--- src/design/msb_regs.svh ---
// Constants of the multidrop scan bridge: instruction codes, widths, addresses.
// Assumes an 8-bit instruction register and a 6-bit static slot address.
`ifndef MSB_REGS_SVH
`define MSB_REGS_SVH
`define MSB_IR_W 8
`define MSB_SLOT_W 6
`define MSB_NPORT 3
`define MSB_MODE_W 8
`define MSB_ADDR_BCAST 6'h3B
`define MSB_ADDR_GRP_BASE 6'h3C
`define MSB_IR_CAPTURE 8'h01
`define MSB_IR_RESET 8'hFF
`define MSB_CMD_BYPASS 8'hFF
`define MSB_CMD_EXTEST 8'h00
`define MSB_CMD_SAMPLE 8'h81
`define MSB_CMD_IDCODE 8'hAA
`define MSB_CMD_SELECT_MODE_REG_CMD 8'h8E
`define MSB_CMD_SELECT_GROUP_REG_CMD 8'h03
`define MSB_CMD_SELECT_SIGNATURE_REG_CMD 8'hC9
`define MSB_CMD_SELECT_COUNTER_REG_CMD 8'hCE
`define MSB_CMD_SIGNATURE_ON_CMD 8'h0C
`define MSB_CMD_SIGNATURE_OFF_CMD 8'h0D
`define MSB_CMD_COUNTER_ON_CMD 8'h0E
`define MSB_CMD_COUNTER_OFF_CMD 8'h0F
`define MSB_CMD_RETURN_TO_WAIT_CMD 8'hC3
`define MSB_CMD_PARKTLR 8'hC4
`define MSB_CMD_PARK_IN_IDLE_CMD 8'hC5
`define MSB_CMD_PARKPAUSE 8'hC6
`define MSB_CMD_UNPARK 8'hC7
`define MSB_MODE_RESET 8'h01
`define MSB_ID_RESET 32'h00000001
`endif

--- src/design/msb_pkg.sv ---
// Types shared by the multidrop scan bridge control logic.
// Assumes msb_regs.svh supplies all numeric constants.
package msb_pkg;
	typedef enum logic [15:0] {
		TAP_TLR = 16'h0001, TAP_RTI = 16'h0002, TAP_SELDR = 16'h0004,
		TAP_CAPDR = 16'h0008, TAP_SHDR = 16'h0010, TAP_EX1DR = 16'h0020,
		TAP_PADR = 16'h0040, TAP_EX2DR = 16'h0080, TAP_UPDR = 16'h0100,
		TAP_SELIR = 16'h0200, TAP_CAPIR = 16'h0400, TAP_SHIR = 16'h0800,
		TAP_EX1IR = 16'h1000, TAP_PAIR = 16'h2000, TAP_EX2IR = 16'h4000,
		TAP_UPIR = 16'h8000
	} msb_tap_t;
	typedef enum logic [3:0] {
		SEL_WAIT = 4'h1, SEL_SINGLE = 4'h2, SEL_MULTI = 4'h4, SEL_UNSEL = 4'h8
	} msb_sel_t;
	typedef enum logic [4:0] {
		PRT_TLR = 5'h01, PRT_RTI = 5'h02, PRT_PDR = 5'h04, PRT_PIR = 5'h08,
		PRT_UNPARK = 5'h10
	} msb_port_t;
	typedef struct packed {
		logic [2:0] clk;
		logic [2:0] tms;
		logic [2:0] tdo;
		logic [2:0] oe;
	} msb_local_out_t;
endpackage

--- src/design/msb_bridge.sv ---
// Control logic of the multidrop scan bridge: tap, selection, port machines.
// Assumes backplane signals are asynchronous pins, sampled by clk_sys.
`timescale 1ns/1ps
`include "msb_regs.svh"
module msb_bridge #(
	parameter int NPORT = `MSB_NPORT,
	parameter logic [31:0] ID_VALUE = `MSB_ID_RESET // Arbitrary identity value.
) (
	input wire logic clk_sys,
	input wire logic rst_n,
	input wire logic backplane_test_clock,
	input wire logic backplane_mode_select,
	input wire logic backplane_data_in,
	input wire logic test_reset_n,
	input wire logic [`MSB_SLOT_W-1:0] slot_id,
	input wire logic local_port_disable,
	input wire logic [NPORT-1:0] local_data_in,
	output logic backplane_data_out,
	output logic backplane_data_out_oe,
	output msb_pkg::msb_local_out_t local_port_network,
	output logic [3:0] cmd_flags,
	output msb_pkg::msb_sel_t sel_state,
	output msb_pkg::msb_tap_t tap_state
);
	// Two-stage synchronisers; the first stage feeds only the second.
	logic [5:0] sy1_reg, sy1_next, sy2_reg, sy2_next;
	logic [NPORT-1:0] ld1_reg, ld1_next, ld2_reg, ld2_next;
	logic tck_q_reg, tck_q_next;
	logic tck, tms, tdi, trst_n;
	logic rise, fall;

	always_comb begin
		sy1_next = {local_port_disable, test_reset_n, backplane_data_in,
			backplane_mode_select, backplane_test_clock, 1'b0};
		sy2_next = sy1_reg;
		ld1_next = local_data_in;
		ld2_next = ld1_reg;
		tck_q_next = sy2_reg[1];
	end
	always_ff @(posedge clk_sys or negedge rst_n) begin
		if (!rst_n) begin
			sy1_reg <= 6'h00;
			sy2_reg <= 6'h00;
			ld1_reg <= '0;
			ld2_reg <= '0;
			tck_q_reg <= 1'b0;
		end else begin
			sy1_reg <= sy1_next;
			sy2_reg <= sy2_next;
			ld1_reg <= ld1_next;
			ld2_reg <= ld2_next;
			tck_q_reg <= tck_q_next;
		end
	end
	assign tck = sy2_reg[1];
	assign tms = sy2_reg[2];
	assign tdi = sy2_reg[3];
	assign trst_n = sy2_reg[4];
	assign rise = tck & ~tck_q_reg;
	assign fall = ~tck & tck_q_reg;

	function automatic msb_pkg::msb_tap_t tap_step(msb_pkg::msb_tap_t s, logic m);
		case (s)
			msb_pkg::TAP_TLR: tap_step = m ? msb_pkg::TAP_TLR : msb_pkg::TAP_RTI;
			msb_pkg::TAP_RTI: tap_step = m ? msb_pkg::TAP_SELDR : msb_pkg::TAP_RTI;
			msb_pkg::TAP_SELDR: tap_step = m ? msb_pkg::TAP_SELIR : msb_pkg::TAP_CAPDR;
			msb_pkg::TAP_CAPDR: tap_step = m ? msb_pkg::TAP_EX1DR : msb_pkg::TAP_SHDR;
			msb_pkg::TAP_SHDR: tap_step = m ? msb_pkg::TAP_EX1DR : msb_pkg::TAP_SHDR;
			msb_pkg::TAP_EX1DR: tap_step = m ? msb_pkg::TAP_UPDR : msb_pkg::TAP_PADR;
			msb_pkg::TAP_PADR: tap_step = m ? msb_pkg::TAP_EX2DR : msb_pkg::TAP_PADR;
			msb_pkg::TAP_EX2DR: tap_step = m ? msb_pkg::TAP_UPDR : msb_pkg::TAP_SHDR;
			msb_pkg::TAP_UPDR: tap_step = m ? msb_pkg::TAP_SELDR : msb_pkg::TAP_RTI;
			msb_pkg::TAP_SELIR: tap_step = m ? msb_pkg::TAP_TLR : msb_pkg::TAP_CAPIR;
			msb_pkg::TAP_CAPIR: tap_step = m ? msb_pkg::TAP_EX1IR : msb_pkg::TAP_SHIR;
			msb_pkg::TAP_SHIR: tap_step = m ? msb_pkg::TAP_EX1IR : msb_pkg::TAP_SHIR;
			msb_pkg::TAP_EX1IR: tap_step = m ? msb_pkg::TAP_UPIR : msb_pkg::TAP_PAIR;
			msb_pkg::TAP_PAIR: tap_step = m ? msb_pkg::TAP_EX2IR : msb_pkg::TAP_PAIR;
			msb_pkg::TAP_EX2IR: tap_step = m ? msb_pkg::TAP_UPIR : msb_pkg::TAP_SHIR;
			msb_pkg::TAP_UPIR: tap_step = m ? msb_pkg::TAP_SELDR : msb_pkg::TAP_RTI;
			default: tap_step = msb_pkg::TAP_TLR;
		endcase
	endfunction

	// The test reset pin is a level here, so it acts after the synchroniser delay.
	logic soft_rst;
	assign soft_rst = ~trst_n;

	msb_pkg::msb_tap_t tap_reg, tap_next;
	msb_pkg::msb_sel_t sel_reg, sel_next;
	msb_pkg::msb_port_t prt_reg [NPORT], prt_next [NPORT];
	logic [`MSB_IR_W-1:0] ir_sh_reg, ir_sh_next, ir_reg, ir_next;
	logic [`MSB_MODE_W-1:0] mode_sh_reg, mode_sh_next, mode_reg, mode_next;
	logic [31:0] dr_sh_reg, dr_sh_next;
	logic [3:0] flags_reg, flags_next;
	logic [NPORT-1:0] pad_reg, pad_next;
	logic tdo_reg, tdo_next, oe_reg, oe_next;
	logic [NPORT-1:0] ins;
	logic [NPORT:0] chain;
	logic selected, upd_ir, dr_sel_mode;

	assign selected = (sel_reg == msb_pkg::SEL_SINGLE) || (sel_reg == msb_pkg::SEL_MULTI);
	assign upd_ir = rise && (tap_reg == msb_pkg::TAP_UPIR);
	assign dr_sel_mode = (ir_reg == `MSB_CMD_SELECT_MODE_REG_CMD);

	// Inserted ports are unparked ports enabled in the mode register.
	always_comb begin
		for (int i = 0; i < NPORT; i++) begin
			ins[i] = (prt_reg[i] == msb_pkg::PRT_UNPARK) && mode_reg[i];
		end
	end

	// One chain: bridge register, then each inserted port through its pad bit.
	always_comb begin
		chain[0] = dr_sel_mode ? mode_sh_reg[0] : dr_sh_reg[0];
		for (int i = 0; i < NPORT; i++) begin
			chain[i+1] = ins[i] ? pad_reg[i] : chain[i];
		end
	end

	always_comb begin
		tap_next = tap_reg;
		ir_sh_next = ir_sh_reg;
		ir_next = ir_reg;
		mode_sh_next = mode_sh_reg;
		mode_next = mode_reg;
		dr_sh_next = dr_sh_reg;
		flags_next = flags_reg;
		if (rise) begin
			tap_next = tap_step(tap_reg, tms);
			case (tap_reg)
				msb_pkg::TAP_TLR: ir_next = `MSB_IR_RESET;
				msb_pkg::TAP_CAPIR: ir_sh_next = `MSB_IR_CAPTURE;
				msb_pkg::TAP_SHIR: ir_sh_next = {tdi, ir_sh_reg[`MSB_IR_W-1:1]};
				msb_pkg::TAP_UPIR: ir_next = ir_sh_reg;
				msb_pkg::TAP_CAPDR: begin
					mode_sh_next = mode_reg;
					dr_sh_next = (ir_reg == `MSB_CMD_IDCODE) ? ID_VALUE : 32'h00000000;
				end
				msb_pkg::TAP_SHDR: begin
					mode_sh_next = {tdi, mode_sh_reg[`MSB_MODE_W-1:1]};
					dr_sh_next = {tdi, dr_sh_reg[31:1]};
				end
				msb_pkg::TAP_UPDR: if (dr_sel_mode && selected) mode_next = mode_sh_reg;
				default: ;
			endcase
			// Only one register select is live at a time, so each select clears the other.
			if (upd_ir && selected) begin
				case (ir_sh_reg)
					`MSB_CMD_SIGNATURE_ON_CMD: flags_next[0] = 1'b1;
					`MSB_CMD_SIGNATURE_OFF_CMD: flags_next[0] = 1'b0;
					`MSB_CMD_COUNTER_ON_CMD: flags_next[1] = 1'b1;
					`MSB_CMD_COUNTER_OFF_CMD: flags_next[1] = 1'b0;
					`MSB_CMD_SELECT_GROUP_REG_CMD: flags_next[3:2] = 2'b01;
					`MSB_CMD_SELECT_SIGNATURE_REG_CMD, `MSB_CMD_SELECT_COUNTER_REG_CMD: flags_next[3:2] = 2'b10;
					`MSB_CMD_BYPASS, `MSB_CMD_EXTEST, `MSB_CMD_SAMPLE: flags_next[3:2] = 2'b00;
					default: ;
				endcase
			end
		end
	end

	// Selection machine; the compare uses the freshly updated instruction bits.
	always_comb begin
		sel_next = sel_reg;
		if (tap_reg == msb_pkg::TAP_TLR) begin
			sel_next = msb_pkg::SEL_WAIT;
		end else if (upd_ir) begin
			case (sel_reg)
				msb_pkg::SEL_WAIT: begin
					if (ir_sh_reg[`MSB_SLOT_W-1:0] == slot_id) sel_next = msb_pkg::SEL_SINGLE;
					else if (ir_sh_reg[`MSB_SLOT_W-1:0] == `MSB_ADDR_BCAST) sel_next = msb_pkg::SEL_MULTI;
					else sel_next = msb_pkg::SEL_UNSEL;
				end
				msb_pkg::SEL_SINGLE, msb_pkg::SEL_MULTI: begin
					if (ir_sh_reg == `MSB_CMD_RETURN_TO_WAIT_CMD) sel_next = msb_pkg::SEL_WAIT;
				end
				msb_pkg::SEL_UNSEL: ;
				default: sel_next = msb_pkg::SEL_WAIT;
			endcase
		end
	end

	// Port machines: identical, independent, gated by selection and tap state.
	always_comb begin
		for (int i = 0; i < NPORT; i++) begin
			prt_next[i] = prt_reg[i];
			if (rise && selected) begin
				case (prt_reg[i])
					msb_pkg::PRT_UNPARK: begin
						if (ir_reg == `MSB_CMD_PARK_IN_IDLE_CMD && tap_reg == msb_pkg::TAP_RTI)
							prt_next[i] = msb_pkg::PRT_RTI;
						else if (ir_reg == `MSB_CMD_PARKTLR && tap_reg == msb_pkg::TAP_RTI)
							prt_next[i] = msb_pkg::PRT_TLR;
						else if (ir_reg == `MSB_CMD_PARKPAUSE && tap_reg == msb_pkg::TAP_PADR)
							prt_next[i] = msb_pkg::PRT_PDR;
						else if (ir_reg == `MSB_CMD_PARKPAUSE && tap_reg == msb_pkg::TAP_PAIR)
							prt_next[i] = msb_pkg::PRT_PIR;
					end
					msb_pkg::PRT_TLR, msb_pkg::PRT_RTI: begin
						if (ir_reg == `MSB_CMD_UNPARK && mode_reg[i] &&
							tap_step(tap_reg, tms) == msb_pkg::TAP_RTI)
							prt_next[i] = msb_pkg::PRT_UNPARK;
					end
					msb_pkg::PRT_PDR: begin
						if (ir_reg == `MSB_CMD_UNPARK && mode_reg[i] &&
							tap_step(tap_reg, tms) == msb_pkg::TAP_PADR)
							prt_next[i] = msb_pkg::PRT_UNPARK;
					end
					msb_pkg::PRT_PIR: begin
						if (ir_reg == `MSB_CMD_UNPARK && mode_reg[i] &&
							tap_step(tap_reg, tms) == msb_pkg::TAP_PAIR)
							prt_next[i] = msb_pkg::PRT_UNPARK;
					end
					default: prt_next[i] = msb_pkg::PRT_TLR;
				endcase
			end
		end
	end

	// Data out changes on the falling edge, as the standard expects.
	always_comb begin
		pad_next = pad_reg;
		tdo_next = tdo_reg;
		oe_next = oe_reg;
		if (rise) begin
			for (int i = 0; i < NPORT; i++) begin
				pad_next[i] = ld2_reg[i];
			end
		end
		if (fall) begin
			oe_next = (sel_reg == msb_pkg::SEL_SINGLE) &&
				(tap_reg == msb_pkg::TAP_SHDR || tap_reg == msb_pkg::TAP_SHIR);
			tdo_next = (tap_reg == msb_pkg::TAP_SHIR) ? ir_sh_reg[0] : chain[NPORT];
		end
	end

	always_ff @(posedge clk_sys or negedge rst_n) begin
		if (!rst_n) begin
			tap_reg <= msb_pkg::TAP_TLR;
			sel_reg <= msb_pkg::SEL_WAIT;
			for (int i = 0; i < NPORT; i++) prt_reg[i] <= msb_pkg::PRT_TLR;
			ir_sh_reg <= `MSB_IR_RESET;
			ir_reg <= `MSB_IR_RESET;
			mode_sh_reg <= `MSB_MODE_RESET;
			mode_reg <= `MSB_MODE_RESET;
			dr_sh_reg <= 32'h00000000;
			flags_reg <= 4'h0;
			pad_reg <= '0;
			tdo_reg <= 1'b0;
			oe_reg <= 1'b0;
		end else if (soft_rst) begin
			tap_reg <= msb_pkg::TAP_TLR;
			sel_reg <= msb_pkg::SEL_WAIT;
			for (int i = 0; i < NPORT; i++) prt_reg[i] <= msb_pkg::PRT_TLR;
			ir_sh_reg <= `MSB_IR_RESET;
			ir_reg <= `MSB_IR_RESET;
			mode_sh_reg <= `MSB_MODE_RESET;
			mode_reg <= `MSB_MODE_RESET;
			dr_sh_reg <= 32'h00000000;
			flags_reg <= 4'h0;
			pad_reg <= '0;
			tdo_reg <= 1'b0;
			oe_reg <= 1'b0;
		end else begin
			tap_reg <= tap_next;
			sel_reg <= sel_next;
			for (int i = 0; i < NPORT; i++) prt_reg[i] <= prt_next[i];
			ir_sh_reg <= ir_sh_next;
			ir_reg <= ir_next;
			mode_sh_reg <= mode_sh_next;
			mode_reg <= mode_next;
			dr_sh_reg <= dr_sh_next;
			flags_reg <= flags_next;
			pad_reg <= pad_next;
			tdo_reg <= tdo_next;
			oe_reg <= oe_next;
		end
	end

	// Local pins: the clock is the sampled backplane clock, so it lags by the sync delay.
	always_comb begin
		for (int i = 0; i < NPORT; i++) begin
			local_port_network.clk[i] = tck;
			local_port_network.tms[i] = (prt_reg[i] == msb_pkg::PRT_UNPARK) ? tms :
				(prt_reg[i] == msb_pkg::PRT_TLR);
			local_port_network.tdo[i] = chain[i];
			local_port_network.oe[i] = ~sy2_reg[5];
		end
	end

	assign backplane_data_out = tdo_reg;
	assign backplane_data_out_oe = oe_reg;
	assign cmd_flags = flags_reg;
	assign sel_state = sel_reg;
	assign tap_state = tap_reg;

	property p_reset_tlr;
		@(posedge clk_sys) disable iff (!rst_n) soft_rst |=> tap_reg == msb_pkg::TAP_TLR;
	endproperty
	a_reset_tlr: assert property (p_reset_tlr) else $error("tap not reset");

	property p_sel_wait;
		@(posedge clk_sys) disable iff (!rst_n)
			(tap_reg == msb_pkg::TAP_TLR && !soft_rst) |=> sel_reg == msb_pkg::SEL_WAIT;
	endproperty
	a_sel_wait: assert property (p_sel_wait) else $error("selection not waiting");

	property p_rti_hold;
		@(posedge clk_sys) disable iff (!rst_n)
			prt_reg[0] == msb_pkg::PRT_RTI |-> local_port_network.tms[0] == 1'b0;
	endproperty
	a_rti_hold: assert property (p_rti_hold) else $error("parked mode select not low");

	property p_unsel_frozen;
		@(posedge clk_sys) disable iff (!rst_n)
			(!selected && !soft_rst) |=> $stable(prt_reg[1]);
	endproperty
	a_unsel_frozen: assert property (p_unsel_frozen) else $error("port moved unselected");

	property p_unpark_rti;
		@(posedge clk_sys) disable iff (!rst_n)
			($past(prt_reg[0]) == msb_pkg::PRT_RTI && prt_reg[0] == msb_pkg::PRT_UNPARK)
			|-> tap_reg == msb_pkg::TAP_RTI;
	endproperty
	a_unpark_rti: assert property (p_unpark_rti) else $error("unpark off idle");

	property p_clk_copy;
		@(posedge clk_sys) disable iff (!rst_n) local_port_network.clk == {NPORT{tck}};
	endproperty
	a_clk_copy: assert property (p_clk_copy) else $error("local clock differs");

	property p_oe_off;
		@(posedge clk_sys) disable iff (!rst_n)
			sy2_reg[5] |-> local_port_network.oe == '0;
	endproperty
	a_oe_off: assert property (p_oe_off) else $error("local ports driven");

	property p_follow;
		@(posedge clk_sys) disable iff (!rst_n)
			prt_reg[0] == msb_pkg::PRT_UNPARK |-> local_port_network.tms[0] == tms;
	endproperty
	a_follow: assert property (p_follow) else $error("mode select not followed");
endmodule

--- config.mk ---
export PLATFORM = sky130hd
export DESIGN_NAME = msb_bridge
export DESIGN_NICKNAME = d
export VERILOG_FILES = /design/src/design/msb_pkg.sv /design/src/design/msb_bridge.sv
export VERILOG_INCLUDE_DIRS = /design/src /design/src/design
export SDC_FILE = /design/constraint.sdc
export NUM_CORES = 1
export LEC_CHECK = 0
export BUFFER_PORTS_ARGS = -buffer_cell sky130_fd_sc_hd__buf_2
export CELL_PAD_IN_SITES_DETAIL_PLACEMENT = 1
export CELL_PAD_IN_SITES_GLOBAL_PLACEMENT = 2
export CORE_ASPECT_RATIO = 1.1
export CORE_MARGIN = 2
export CORE_UTILIZATION = 38
export DETAILED_ROUTE_END_ITERATION = 10
export PLACE_DENSITY = 0.8
export SETUP_SLACK_MARGIN = 0.15
export SYNTH_ARGS = -nofsm -noshare
export SYNTH_HDL_FRONTEND = slang
export SYNTH_SLANG_ARGS = --single-unit
--- constraint.sdc ---
create_clock -name clk_sys -period 3.4 [get_ports clk_sys]
set_input_delay 0.34 -clock clk_sys [delete_from_list [all_inputs] [get_ports clk_sys]]
set_output_delay 0.34 -clock clk_sys [all_outputs]
set_load 0.005 [all_outputs]
## Word-level counts from Yosys, hierarchy flattened

Cells that the tools add are included.

- Input bits: 16
- Bits in registers: 125
- Word-level logic and storage cells: 259
- Output and inout port bits: 38

- Reductions and logical operators: 47
- Mux-type cells: 97
- Bitwise operators: 5
- Eq/ne operators: 89

Operator list:

| operator | number |
|---|---|
| $mux 16 | 22 |
| $pmux 16 s12 | 1 |
| $eq 8x8->1 const B | 11 |
| $mux 8 | 11 |
| $mux 5 | 16 |
| $eq 16x14->1 const B | 4 |
| $eq 16x2->1 const B | 4 |
| $eq 16x7->1 const B | 4 |
| $mux 32 | 2 |
| $pmux 32 s2 | 1 |
| $pmux 5 s4 | 3 |
| $pmux 8 s2 | 3 |
| $mux 4 | 9 |
| $eq 8x4->1 const B | 4 |
| $mux 15 | 2 |
| $ne 3x3->1 const B | 10 |
| $logic_and 1x1->1 | 24 |
| $mux 9 | 2 |
| $ne 3x1->1 const B | 6 |
| $ne 6x2->1 const B | 3 |
| $eq 16x1->1 const B | 1 |
| $eq 16x10->1 const B | 1 |
| $eq 16x11->1 const B | 1 |
| $eq 16x12->1 const B | 1 |
| 43 further kinds | 92 |

## Logic depth before layout (Yosys ltp)

- Word-level depth: 11
- Mapped depth: 8

## Least setup slack after synthesis

OpenSTA, ideal clock, no wires.

- Path type: register -> register
- Start point: reg tap_reg[5], in the netlist tap_state[5]
- End point: reg prt_reg[11] (netlist bit)
- Stages on the path, launching flop included: 8
- Slack: 965 ps
- Data arrival time: 2310 ps
- Period minus slack after synthesis: 2435 ps
- Required time: 3275 ps
- Library setup time: 125 ps
- Cells stage by stage: dfrtp_1 > buf_2 > nor4_4 > nand2_4 > o32ai_4 > nor2_2 > nor4_4 > mux2_2

- Longest elaborated chain between the ends: 9

RTL lines:

| element | RTL line | text |
|---|---|---|
| from (decl) | msb_bridge.sv:88 | `msb_pkg::msb_tap_t tap_reg, tap_next;` |
| from (signal assigned) | msb_bridge.sv:239 | `tap_reg <= msb_pkg::TAP_TLR;` |
| from (signal assigned) | msb_bridge.sv:252 | `tap_reg <= msb_pkg::TAP_TLR;` |
| from (signal assigned) | msb_bridge.sv:265 | `tap_reg <= tap_next;` |
| $eq 16x16->1 (tied with other cells) | msb_bridge.sv:63 | `case (s)` |
| $reduce_or 3->1 (no line) / $reduce_or 2->1 (equally long branches) | - |  |
| $pmux 16 s12 | msb_bridge.sv:63 |  |
| $mux 16 | msb_bridge.sv:188 | `case (prt_reg[i])` |
| $mux 16 | msb_bridge.sv:187 | `if (rise && selected) begin` |
| $eq 16x14->1 (tied with other cells) | msb_bridge.sv:211 | `tap_step(tap_reg, tms) == msb_pkg::TAP_PAIR)` |
| $logic_and 1x1->1, on equally long branches | msb_bridge.sv:210, msb_bridge.sv:200, msb_bridge.sv:205 |  |
| $ne 3x3->1 (no line) | - |  |
| $reduce_and 5->1 (no line) | - |  |
| to (decl) | msb_bridge.sv:90 | `msb_pkg::msb_port_t prt_reg [NPORT], prt_next [NPORT];` |

Parallel ways exist; a longest one is shown, timed or not. The select of a mux whose other input is x is not followed.
A chain may end at the register's enable or synchronous reset.

==> results.cfg <==
[pwr]
vdd_ir_drop_max_v = 0.000368
p_leak_nw = 3.27
p_per_area_mw_per_mm2 = 522

[detailed_routing]
ant_nets = 0
dr.pass1.iters = 4
drc = 0
drtIter0Drc = 361
vias_per_cell = 5.81
wl_um = 18400
wl_per_cell_um = 19.9
vias = 5380

[die]
die_x_um = 129
die-area_mm2 = 0.0181
core_area_mm2 = 0.0169
die_height_um = 141
num_rows = 50
ioPinCount = 54
start_util_pct = 38.4

[sta]
hold_viol_final = 0
fmaxAchievable_mhz = 326
tns_ns = 0
skew_ns = 0.0112
rsz0062_at_grt = no
slew_headroom_pct = 48.5
drv_slew = 0
post-route-period-util_pct = 90.3
max_slew.worst_pin.slew_ns = 0.767
period_needed_ns = 3.07
setup_violations = 0

[status]
status = finished, final reports clean

[clock_network]
cts_buffer_depth = 2
clk_latency_ns = 0.43
cts.clk_slew.worst_paths_ns = 0.06
cts_tree = built
cts_resized = 0
h-tree-depth = 4
cts_buffers = 17
cts_root_buf = clkbuf_16
cts_num_sinks = 125

[worst_setup_path]
start_kind = flop
cp.required_ns = 3.06
end_kind = primary output
worstRegToRegCells = 6
critPathSlowestCell = dfstp_2
crit_arrival_ns = 2.73
path_cells = nor3b_1, nand3_1, mux2i_1, buf_4, a211oi_1, a21o_1, buf_2
path_max_fanout = 4
path_class = reg2out
slowest_delay_ns = 0.54

[cells_and_area]
final_cells = 926
fillerInstances = 1899
layout-drive-gt1-share_pct = 20.8
largest_reg_flops = 32
final_nets = 722
syn_to_final_growth_pct = 15.5
diodes = 0
post-route-util_pct = 44.3

[yosys]
synth.cell_area_mm2 = 0.00648
synth_seq_cells = 125
synthFlopType = dfrtp_1
yosysWarnings = 0
ys_seq_area_share_pct = 48.7
syn_inst = 667
synth.avg_cell_area_um2 = 9.72
synth_edf_count = 0
synth_cell_types = 67
synthArstFlopShare_pct = 100
syn_nets = 683

[placement]
dp_hpwl_um = 12800
gp_congestion = 0.823
place.port_buffers = 53
dp.cells = 894

[global_routing]
grt_pass1_wl_um = 30500
antenna_found_initial = 0
grtUsageTotal_pct = 21.6
grt_overflow_total = 0
grt_max_degree = 80
grt_pass1_vias = 5603

[job]
drv_cap = 0

[hold_path]
hold_path.class = in2reg
min_path_cells = 1
[metrics by stage]
stage | power [mW] | area (um^2) | setup slack (ns) | hold WS [ns]
after floorplan | 1.97 | 6480 | 0.965 | 0.0444
after global placement | 2.13 | 6910 | 0.681 | 0.331
after detailed placement | 2.15 | 6910 | 0.583 | 0.336
after CTS | 3.95 | 7490 | 0.311 | 0.00269
after global routing | 4.08 | 7490 | 0.155 | 0.00131
final | 3.91 | 7490 | 0.329 | 0.0155
[cell type report]
type	count	area (um^2)	share of cell area [%]
sequential	125	3160	42.2
inverter	17	63.8	0.852
tap	208	260	3.48
clock buffer	19	433	5.78
timing repair buffer	71	418	5.58
clock inverter	12	139	1.85
multi-input combinational	474	3020	40.3
[timing repair]
item / CTS / global route
hold buffers: 1 / 0
buffers inserted: 0 / 0
endpoints found under the hold margin: 42 / 0
[report_power, final]
group | total [mW] | switching [mW] | leakage, nW | internal (mW)
clock | 1.78 | 0.697 | 0.266 | 1.08
combinational | 0.489 | 0.281 | 1.38 | 0.209
sequential | 1.64 | 0.0829 | 1.62 | 1.56
total | 3.91 | 1.06 | 3.27 | 2.84
[kinds of logic (layout without fill, tap and decap cells)]
kind of cell    Yosys count  count (layout)  share of synthesized area, %
flops                   125             125                          48.7
buf+inv                  68             119                          4.83
xor+xnor                 19              19                          2.57
simple gates            264             264                          22.0
compound gates          167             167                          18.1
mux                      24              24                          3.82
[per-layer routing]
layer	routed length (um)	global-route usage, %	vias to the layer above	share of wire [%]
li1	-	-	2501	-
met2	9260	36.3	82	50
met3	459	3.72	26	2.5
met1	8300	27.9	2771	45
met4	381	7.95	0	2.1
met5	0	0	-	0
[Yosys cell counts (10+ instances only)]
master    instances  area share [%]
nand4_1          12             1.2
xnor2_1          10             1.4
dfrtp_1         102              39
inv_1            17            0.98
nor3_1           17             1.3
nand2_1          66             3.8
buf_2            16             1.2
a22o_1           33             4.5
nand3_1          20             1.5
nor2_1           67             3.9
a21oi_1          37             2.9
clkbuf_1         25             1.4
o211ai_1         11             1.3
nor4_1           11             1.1
o21ai_0          30             2.3
mux2i_1          18             2.8
dfstp_2          23             9.3
[cell usage in the layout (no fill, tap or decap), types with 4 or more instances in the layout]
cell / count
dfrtp_1: 102
nor2_1: 67
nand2_1: 66
buf_2: 52
a21oi_1: 37
a22o_1: 33
o21ai_0: 30
dfstp_2: 23
nand3_1: 20
mux2i_1: 18
inv_1: 17
nor3_1: 17
clkbuf_16: 17
buf_4: 17
nand4_1: 12
nor4_1: 11
o211ai_1: 11
xnor2_1: 10
and3_1: 9
a211oi_1: 9
nand2b_1: 9
xor2_1: 9
o31ai_1: 8
mux2_2: 6
nor2b_1: 6
nor4b_1: 6
nor3b_1: 4
nand3b_1: 4
nor4_4: 4
or4_1: 4
o41ai_1: 4
or3b_2: 4
and2_1: 4
clkinvlp_4: 4
[worst paths after layout]
kind | from | to | slack [ns]
worst min-delay path | local_data_in[2] | ld1_reg[2] | 0.02
worst max register to register | tap_state[13] | prt_reg[11] | 0.55
min in group asynchronous | rst_n | prt_reg[4] | 0.48
max in group asynchronous | rst_n | mode_sh_reg[0] | 2.06
worst max-delay path | ir_reg[2] | local_port_network[5] | 0.33
worst min register to register | ld1_reg[1] | ld2_reg[1] | 0.35
[worst max-delay path, delay by kind of cell, from the launching register on]
family          cells  cell delay, ns
simple gates        2            0.76
compound gates      2            0.55
flops               1            0.54
buf+inv             2            0.27
mux                 1            0.18
No activity file was read; power rests on OpenSTA's default activity.
